===== config.mk =====
export PLATFORM = sky130hd
export DESIGN_NAME = pspb_top
export DESIGN_NICKNAME = d
export VERILOG_FILES = /design/src/rtl/pspb_sync.v /design/src/rtl/pspb_top.v
export VERILOG_INCLUDE_DIRS = /design/src /design/src/rtl
export SDC_FILE = /design/constraint.sdc
export NUM_CORES = 1
export LEC_CHECK = 0
export ABC_CLOCK_PERIOD_IN_PS = 3500
export BUFFER_PORTS_ARGS = -buffer_cell sky130_fd_sc_hd__buf_4
export CORE_MARGIN = 2
export CORE_UTILIZATION = 63
export DETAILED_ROUTE_END_ITERATION = 10
export PLACE_DENSITY = 0.84
export SYNTH_ARGS = -nofsm -noshare
export SYNTH_HDL_FRONTEND = slang
export SYNTH_SLANG_ARGS = --single-unit

===== constraint.sdc =====
create_clock -name clk -period 3.5 [get_ports clk]
set_clock_uncertainty 0.15 [all_clocks]
set_input_delay 0 -clock clk [delete_from_list [all_inputs] [get_ports clk]]
set_output_delay 0 -clock clk [all_outputs]
set_load 0.02 [all_outputs]

===== src/rtl/pspb_map.vh =====
// register map, field positions, reset values and mode codes
`ifndef PSPB_MAP_VH
`define PSPB_MAP_VH

`define PSPB_AW             3
`define PSPB_OFS_CONTROL    3'h0
`define PSPB_OFS_MODE       3'h1
`define PSPB_OFS_OUT_ONE    3'h2
`define PSPB_OFS_OUT_TWO    3'h3
`define PSPB_OFS_IN_ONE     3'h4
`define PSPB_OFS_IN_TWO     3'h5
`define PSPB_OFS_STATUS     3'h6
`define PSPB_OFS_IRQ_FLAG   3'h7

`define PSPB_CTL_ENABLE     15
`define PSPB_MODE_IRQM_HI   14
`define PSPB_MODE_IRQM_LO   13
`define PSPB_MODE_INCM_HI   12
`define PSPB_MODE_INCM_LO   11
`define PSPB_MODE_PORT_HI   9
`define PSPB_MODE_PORT_LO   8

`define PSPB_ST_ALL_FULL    15
`define PSPB_ST_OVERFLOW    14
`define PSPB_ST_ALL_EMPTY   7
`define PSPB_ST_UNDERFLOW   6

`define PSPB_PORT_LEGACY    2'h0
`define PSPB_PORT_ADDR      2'h1
`define PSPB_INCM_BUFFERED  2'h3
`define PSPB_IRQM_EVERY     2'h1
`define PSPB_IRQM_LAST      2'h3
`define PSPB_LAST_BUFFER    2'h3

`define PSPB_RST_WORD       16'h0000
`define PSPB_RST_FULL       4'h0
`define PSPB_RST_EMPTY      4'hF
`define PSPB_SYNC_W         13

`endif


===== src/rtl/pspb_sync.v =====
// two-flop synchroniser for the slave pins
module pspb_sync
#(
   parameter W = 1
)
(
   input  wire         clk,
   input  wire         sys_rst,
   input  wire [W-1:0] d,
   output reg  [W-1:0] q
);

   reg [W-1:0] stage1;

   // stage1 feeds only q, never any logic
   always @(posedge clk)
   begin
      if (sys_rst)
      begin
         stage1 <= {W{1'b0}};
         q      <= {W{1'b0}};
      end
      else
      begin
         stage1 <= d;
         q      <= stage1;
      end
   end

endmodule // pspb_sync


===== src/rtl/pspb_top.v =====
// parallel slave port with legacy, buffered and addressable modes
//
// The address-and-strobe port and the placing of the registers were decided locally.
`include "pspb_map.vh"

module pspb_top
(
   input  wire                 clk,
   input  wire                 sys_rst,
   input  wire [`PSPB_AW-1:0]  reg_addr,
   input  wire [15:0]          reg_wdata,
   input  wire                 reg_wr,
   input  wire                 reg_rd,
   output reg  [15:0]          reg_rdata,
   input  wire                 chip_select_one,
   input  wire                 chip_select_two,
   input  wire                 read_strobe_in,
   input  wire                 write_strobe_in,
   input  wire [1:0]           buffer_select_inputs,
   input  wire [7:0]           parallel_data_in,
   output reg  [7:0]           parallel_data_out,
   output wire                 parallel_data_oe_n,
   output reg                  port_interrupt_flag
);

   // byte lane of a register pair, buffer 0 low byte of register one
   function [7:0] pick_byte;
      input [15:0] one;
      input [15:0] two;
      input [1:0]  idx;
      begin
         case (idx)
            2'h0:    pick_byte = one[7:0];
            2'h1:    pick_byte = one[15:8];
            2'h2:    pick_byte = two[7:0];
            default: pick_byte = two[15:8];
         endcase
      end
   endfunction

   // buffer chosen by an access: address pins or running pointer
   function [1:0] slot;
      input       addressed;
      input [1:0] pins;
      input [1:0] ptr;
      begin
         slot = addressed ? pins : ptr;
      end
   endfunction

   // software registers
   reg          module_enable;
   reg  [15:0]  port_mode_register;
   reg  [15:0]  output_register_one;
   reg  [15:0]  output_register_two;
   reg  [7:0]   in_byte [0:3];
   reg  [3:0]   input_byte_full;
   reg  [3:0]   output_byte_empty;
   reg          input_overflow_flag;
   reg          output_underflow_flag;

   // pin side state
   reg  [1:0]   rd_ptr;
   reg  [1:0]   wr_ptr;
   reg          rd_prev;
   reg          wr_prev;
   reg          en_prev;
   reg  [7:0]   wr_data_hold;
   reg  [1:0]   wr_slot_hold;
   reg  [1:0]   rd_slot_hold;
   reg          drive;

   wire [`PSPB_SYNC_W-1:0] pins_s;
   wire        cs_s;
   wire        rd_s;
   wire        wr_s;
   wire [1:0]  addr_s;
   wire [7:0]  data_s;

   // chip select two is a master-mode pin and never enters the slave
   pspb_sync #(.W(`PSPB_SYNC_W)) u_sync
   (
      .clk     (clk),
      .sys_rst (sys_rst),
      .d       ({chip_select_one, read_strobe_in, write_strobe_in,
                 buffer_select_inputs, parallel_data_in}),
      .q       (pins_s)
   );

   // bit order follows the synchroniser input above
   assign cs_s   = pins_s[12];
   assign rd_s   = pins_s[11];
   assign wr_s   = pins_s[10];
   assign addr_s = pins_s[9:8];
   assign data_s = pins_s[7:0];

   wire [1:0] port_mode = port_mode_register[`PSPB_MODE_PORT_HI:
                                             `PSPB_MODE_PORT_LO];
   wire [1:0] incm      = port_mode_register[`PSPB_MODE_INCM_HI:
                                             `PSPB_MODE_INCM_LO];
   wire [1:0] irqm      = port_mode_register[`PSPB_MODE_IRQM_HI:
                                             `PSPB_MODE_IRQM_LO];

   wire mode_addr   = (port_mode == `PSPB_PORT_ADDR);
   wire mode_low    = (port_mode == `PSPB_PORT_LEGACY);
   wire slave_on    = module_enable & (mode_low | mode_addr);
   wire mode_buf    = mode_low & (incm == `PSPB_INCM_BUFFERED);
   wire mode_legacy = mode_low & ~mode_buf;

   // only chip select one qualifies the strobes
   wire rd_act   = slave_on & cs_s & rd_s;
   wire wr_act   = slave_on & cs_s & wr_s;
   wire rd_start = rd_act & ~rd_prev;
   wire rd_end   = rd_prev & ~rd_act;
   wire wr_start = wr_act & ~wr_prev;
   wire wr_end   = wr_prev & ~wr_act;

   // legacy uses byte 0 only; buffered walks pointers
   wire [1:0] rd_slot = mode_legacy ? 2'h0 :
                        slot(mode_addr, addr_s, rd_ptr);
   wire [1:0] wr_slot = mode_legacy ? 2'h0 :
                        slot(mode_addr, addr_s, wr_ptr);

   wire all_inputs_full   = mode_legacy ? input_byte_full[0] :
                            &input_byte_full;
   wire all_outputs_empty = mode_legacy ? output_byte_empty[0] :
                            &output_byte_empty;

   // interrupt decision for one strobe on a given buffer
   // both use the buffer held at access start: the read pointer
   // has already moved on by the time the read ends
   wire irq_rd = mode_legacy ? 1'b1 :
                 (irqm == `PSPB_IRQM_EVERY) |
                 ((irqm == `PSPB_IRQM_LAST) &
                  (rd_slot_hold == `PSPB_LAST_BUFFER));
   wire irq_wr = mode_legacy ? 1'b1 :
                 (irqm == `PSPB_IRQM_EVERY) |
                 ((irqm == `PSPB_IRQM_LAST) &
                  (wr_slot_hold == `PSPB_LAST_BUFFER));

   wire sw_wr_ctl  = reg_wr & (reg_addr == `PSPB_OFS_CONTROL);
   wire sw_wr_mode = reg_wr & (reg_addr == `PSPB_OFS_MODE);
   wire sw_wr_o1   = reg_wr & (reg_addr == `PSPB_OFS_OUT_ONE);
   wire sw_wr_o2   = reg_wr & (reg_addr == `PSPB_OFS_OUT_TWO);
   wire sw_wr_st   = reg_wr & (reg_addr == `PSPB_OFS_STATUS);
   wire sw_wr_irq  = reg_wr & (reg_addr == `PSPB_OFS_IRQ_FLAG);
   wire sw_rd_i1   = reg_rd & (reg_addr == `PSPB_OFS_IN_ONE);
   wire sw_rd_i2   = reg_rd & (reg_addr == `PSPB_OFS_IN_TWO);

   // a fresh enable restarts buffer control and status
   // the data bytes themselves survive a disable
   wire en_rise = module_enable & ~en_prev;

   assign parallel_data_oe_n = ~drive;

   // unimplemented status bits read as zero
   wire [15:0] status_word = {all_inputs_full, input_overflow_flag,
                              2'b00, input_byte_full,
                              all_outputs_empty, output_underflow_flag,
                              2'b00, output_byte_empty};

   // configuration registers
   always @(posedge clk)
   begin
      if (sys_rst)
      begin
         module_enable       <= 1'b0;
         port_mode_register  <= `PSPB_RST_WORD;
         output_register_one <= `PSPB_RST_WORD;
         output_register_two <= `PSPB_RST_WORD;
         en_prev             <= 1'b0;
      end
      else
      begin
         en_prev <= module_enable;
         if (sw_wr_ctl)
            module_enable <= reg_wdata[`PSPB_CTL_ENABLE];
         if (sw_wr_mode)
            port_mode_register <= {1'b0, reg_wdata[14:8], 8'h00};
         if (sw_wr_o1)
            output_register_one <= reg_wdata;
         if (sw_wr_o2)
            output_register_two <= reg_wdata;
      end
   end

   // pin access tracking and captured data
   always @(posedge clk)
   begin
      if (sys_rst)
      begin
         rd_prev           <= 1'b0;
         wr_prev           <= 1'b0;
         drive             <= 1'b0;
         wr_data_hold      <= 8'h00;
         wr_slot_hold      <= 2'h0;
         rd_slot_hold      <= 2'h0;
         parallel_data_out <= 8'h00;
      end
      else
      begin
         rd_prev <= rd_act;
         wr_prev <= wr_act;
         // latest data seen while the write strobe is still high
         // the master must hold the byte steady while wr is high
         if (wr_act)
            wr_data_hold <= data_s;
         if (wr_start)
            wr_slot_hold <= wr_slot;
         if (rd_start)
         begin
            parallel_data_out <= pick_byte(output_register_one,
                                           output_register_two,
                                           rd_slot);
            drive <= 1'b1;
            rd_slot_hold <= rd_slot;
         end
         // a disable mid read ends the access like a dropped strobe
         else if (~rd_act)
            drive <= 1'b0;
      end
   end

   // buffer flags, pointers and write capture
   always @(posedge clk)
   begin
      if (sys_rst)
      begin
         in_byte[0]            <= 8'h00;
         in_byte[1]            <= 8'h00;
         in_byte[2]            <= 8'h00;
         in_byte[3]            <= 8'h00;
         input_byte_full       <= `PSPB_RST_FULL;
         output_byte_empty     <= `PSPB_RST_EMPTY;
         input_overflow_flag   <= 1'b0;
         output_underflow_flag <= 1'b0;
         rd_ptr                <= 2'h0;
         wr_ptr                <= 2'h0;
         port_interrupt_flag   <= 1'b0;
      end
      else
      begin
         // software side first, so a same-cycle hardware set wins
         if (en_rise)
         begin
            input_byte_full       <= `PSPB_RST_FULL;
            output_byte_empty     <= `PSPB_RST_EMPTY;
            input_overflow_flag   <= 1'b0;
            output_underflow_flag <= 1'b0;
            rd_ptr                <= 2'h0;
            wr_ptr                <= 2'h0;
         end
         if (sw_rd_i1)
         begin
            input_byte_full[0] <= 1'b0;
            input_byte_full[1] <= 1'b0;
         end
         if (sw_rd_i2)
         begin
            input_byte_full[2] <= 1'b0;
            input_byte_full[3] <= 1'b0;
         end
         // legacy software writes leave the empty flag set
         if (sw_wr_o1 & ~mode_legacy)
         begin
            output_byte_empty[0] <= 1'b0;
            output_byte_empty[1] <= 1'b0;
         end
         if (sw_wr_o2 & ~mode_legacy)
         begin
            output_byte_empty[2] <= 1'b0;
            output_byte_empty[3] <= 1'b0;
         end
         // writing zero clears a sticky error bit
         if (sw_wr_st & ~reg_wdata[`PSPB_ST_OVERFLOW])
            input_overflow_flag <= 1'b0;
         if (sw_wr_st & ~reg_wdata[`PSPB_ST_UNDERFLOW])
            output_underflow_flag <= 1'b0;
         if (sw_wr_irq & reg_wdata[0])
            port_interrupt_flag <= 1'b0;

         // read strobe: byte leaves, buffer marked empty
         if (rd_start)
         begin
            if (output_byte_empty[rd_slot] & ~mode_legacy)
               output_underflow_flag <= 1'b1;
            output_byte_empty[rd_slot] <= 1'b1;
            if (mode_buf)
               rd_ptr <= rd_ptr + 2'h1;
         end
         if (rd_end & irq_rd)
            port_interrupt_flag <= 1'b1;

         // write ends: byte lands unless a buffered or addressed buffer is still full
         if (wr_end)
         begin
            if (input_byte_full[wr_slot_hold] & ~mode_legacy)
               input_overflow_flag <= 1'b1;
            else
            begin
               in_byte[wr_slot_hold] <= wr_data_hold;
               input_byte_full[wr_slot_hold] <= 1'b1;
            end
            // pointers wrap from buffer 3 back to 0
            if (mode_buf)
               wr_ptr <= wr_ptr + 2'h1;
            if (irq_wr)
               port_interrupt_flag <= 1'b1;
         end
      end
   end

   // read data one cycle after the strobe, zero when unmapped
   always @(posedge clk)
   begin
      if (sys_rst)
         reg_rdata <= 16'h0000;
      else if (reg_rd)
      begin
         case (reg_addr)
            `PSPB_OFS_CONTROL:
               reg_rdata <= {module_enable, 15'h0000};
            `PSPB_OFS_MODE:
               reg_rdata <= port_mode_register;
            `PSPB_OFS_OUT_ONE:
               reg_rdata <= output_register_one;
            `PSPB_OFS_OUT_TWO:
               reg_rdata <= output_register_two;
            `PSPB_OFS_IN_ONE:
               reg_rdata <= {in_byte[1], in_byte[0]};
            `PSPB_OFS_IN_TWO:
               reg_rdata <= {in_byte[3], in_byte[2]};
            `PSPB_OFS_STATUS:
               reg_rdata <= status_word;
            `PSPB_OFS_IRQ_FLAG:
               reg_rdata <= {15'h0000, port_interrupt_flag};
            default:
               reg_rdata <= 16'h0000;
         endcase
      end
      else
         reg_rdata <= 16'h0000;
   end

endmodule // pspb_top


==> impl_metrics.ini <==
[timing]
finalMaxSlewViolations = 0
worst_hold_slack_ps = 119.3
setup_violations = 0
hold_violations = 0
maxSlewHeadroom_pct = 30.53
period_share_pct = 79.03
period_needed_ps = 2766
setup_tns_ps = 0
max_freq_mhz = 361.5
rsz0062_at_grt = no
tightest_slew_ps = 1042

[worst_setup_path]
crit_type = reg2reg
crit_arrival_ps = 3030
path_cells = mux4_2 > a211oi_4 > and2b_1 > and3_2
slowest_delay_ps = 760
crit_buf_inv = 0
cp_data_required_time_ps = 3760
critical-path-slowest-cell = and2b_1
cp-end-kind = flip-flop
path_max_fanout = 36
cp-start-kind = flip-flop
path_delay_family = simple AND/OR/NAND/NOR gates

[grt]
grt_start_max_net_pins = 44
first_global_vias = 5416
grt_pass1_wl_um = 28490
antenna_found_initial = 0
grt_usage_pct = 33.54
overflow = 0

[detailed_routing]
antenna_left = 0
wl_per_cell_um = 20.27
drc_errors = 0
wl_um = 18150
num_vias = 5667
viasPerCell = 6.332
drtIter0Drc = 682
first_pass_iters = 7

[power]
p_per_area_nw_per_um2 = 487.6
finalPower_uw = 3885
irDropWorstVdd_mv = 0.4343
power_leakage_uw = 0.003068

[yosys]
avgSynthCellArea_um2 = 9.777
synth_cell_type_count = 63
ys_warn_count = 0
syn_inst = 661
syn_nets = 698
netlist_area_um2 = 6462
ys_seq_elements = 153
synth-edff-count = 32
ys_seq_area_share_pct = 52.35
synth_flop_cell = dfxtp_1
ys_async_sr_fraction_pct = 0

[die]
num_rows = 36
num_io_pins = 63
die_y_um = 105.3
start_util_pct = 65.51
coreArea_um2 = 9864
dieArea_um2 = 11080
die_x_um = 105.3

[clocking]
numCtsBuffers = 17
clk_latency_ps = 540
post_cts_resized = 0
cts_max_level = 4
ctsRootBufferMaster = clkbuf_8
cts_tree = yes
cts_max_path_buffers = 2
post_cts_buffers = 0
ctsHoldBuffers = 49
cts_num_sinks = 153
path_clk_slew_ps = 70

[final_layout]
final_nets = 786
final_cell_mix = 121 x dfxtp_1, 101 x nand2_1, 68 x buf_4
layout_commonest_cell = dfxtp_1
fillers = 590
drive_gt1_share_pct = 18.90
area_growth_syn_to_layout_pct = 23.29
stdcell_area_um2 = 7968
n_antenna_cell = 0

[run_status]
status = completed

[hold_path]
min_path_type = in2reg

[placement]
dp_hpwl_um = 11430
io_buffers = 61
placed_cell_area_um2 = 6905
place_congestion = 0.9151

[run]
drv_cap = 0
logic make-up (layout without fill, tap and decap cells):
logic type | after synthesis | after routing | synth area share [%]
buffers and inverters | 60 | 161 | 4.317
multiplexers | 33 | 33 | 5.828
AO/OA/AOI/OAI | 161 | 161 | 17.39
XOR/XNOR | 1 | 1 | 0.1356
AND/OR/NAND/NOR | 253 | 253 | 19.98
flip-flops | 153 | 153 | 52.35
per-layer routing:
| metal | vias to the layer above | wire length [µm] | global-route usage, % |
|---|---|---|---|
| met2 | 363 | 8758 | 53.41 |
| met1 | 2696 | 6950 | 43.02 |
| met5 | - | 0 | 0 |
| met4 | 0 | 565 | 15.33 |
| met3 | 48 | 1871 | 8.534 |
| li1 | 2560 | - | - |
synthesized netlist by cell type (all sizes together), types with 3 or more instances:
| cell | number | area (µm²) |
|---|---|---|
| o21ai | 7 | 35.03 |
| nand2b | 6 | 37.54 |
| nand4 | 3 | 18.77 |
| nor4bb | 3 | 30.03 |
| mux2 | 17 | 191.4 |
| a211o | 3 | 26.28 |
| a221oi | 10 | 87.58 |
| a21o | 4 | 33.79 |
| a22o | 4 | 37.54 |
| a32oi | 5 | 43.79 |
| a22oi | 6 | 45.04 |
| dfxtp | 121 | 2422 |
| o31ai | 16 | 120.1 |
| a31oi | 6 | 37.54 |
| and2 | 9 | 65.06 |
| mux2i | 14 | 140.1 |
| a21boi | 3 | 22.52 |
| buf | 13 | 102.6 |
| and3 | 26 | 175.2 |
| edfxtp | 32 | 960.9 |
| nand2 | 101 | 379.1 |
| o211ai | 3 | 22.52 |
| inv | 12 | 45.04 |
| nor2b | 35 | 219.0 |
| nand3 | 7 | 35.03 |
| clkbuf | 35 | 131.4 |
| nor3 | 15 | 75.07 |
| o32ai | 9 | 78.83 |
| o22ai | 4 | 25.02 |
| nor2 | 30 | 112.6 |
| a211oi | 8 | 77.57 |
| or3 | 3 | 18.77 |
| and4b | 3 | 30.03 |
| a21oi | 61 | 305.3 |
through the flow:
step | util [%] | cells | setup slack (ps)
CTS | 80.77 | 895 | 769.2
floorplan | - | 661 | 1420
detailed placement | 70.00 | 814 | 791.0
finish | 80.77 | 895 | 733.8
global placement | 70.00 | 814 | 892.8
global route | 80.77 | 895 | 507.4
tightest hold or removal path, cell delays in order:
cell,delay (ps)
dlygate4sd3_1,520
buf_4,100
nand2_1,40
a21oi_1,100
power breakdown:
group / switching (µW) / internal, µW
Clock: 764 / 1000
Combinational: 139 / 118
Sequential: 24.3 / 1840
state kept, by name (all words and copies together) (netlist names), 8 cells and up:
signal               cells
reg_rdata               16
output_register_two     16
output_register_one     16
u_sync.q                13
parallel_data_out        8
u_sync.stage1           13
wr_data_hold             8
in_byte                 32
worst paths after layout:
kind                                startpoint                             endpoint  slack (ps)  depth (start not counted)
hold reg to reg    u_sync.stage1[9]$_SDFF_PP0_               u_sync.q[9]$_SDFF_PP0_         290                          1
setup reg to reg  wr_slot_hold[0]$_SDFFE_PP0P_          in_byte[1][5]$_SDFFCE_PN0P_         730                          4
hold / removal                    reg_wdata[4]  output_register_two[4]$_SDFFE_PP0P_         120                          4
setup / recovery  wr_slot_hold[0]$_SDFFE_PP0P_          in_byte[1][5]$_SDFFCE_PN0P_         730                          4
layout make-up:
type,count,area (µm²),share of cell area (%)
flip-flops and latches,153,3383,42.46
multi-input cells,448,2800,35.14
repair buffers,117,1001,12.56
clock buffers,18,439.2,5.512
well taps,133,166.4,2.089
clock inverters,14,132.6,1.665
inverters,12,45.04,0.5653
Power figures use the tool's default switching activity.
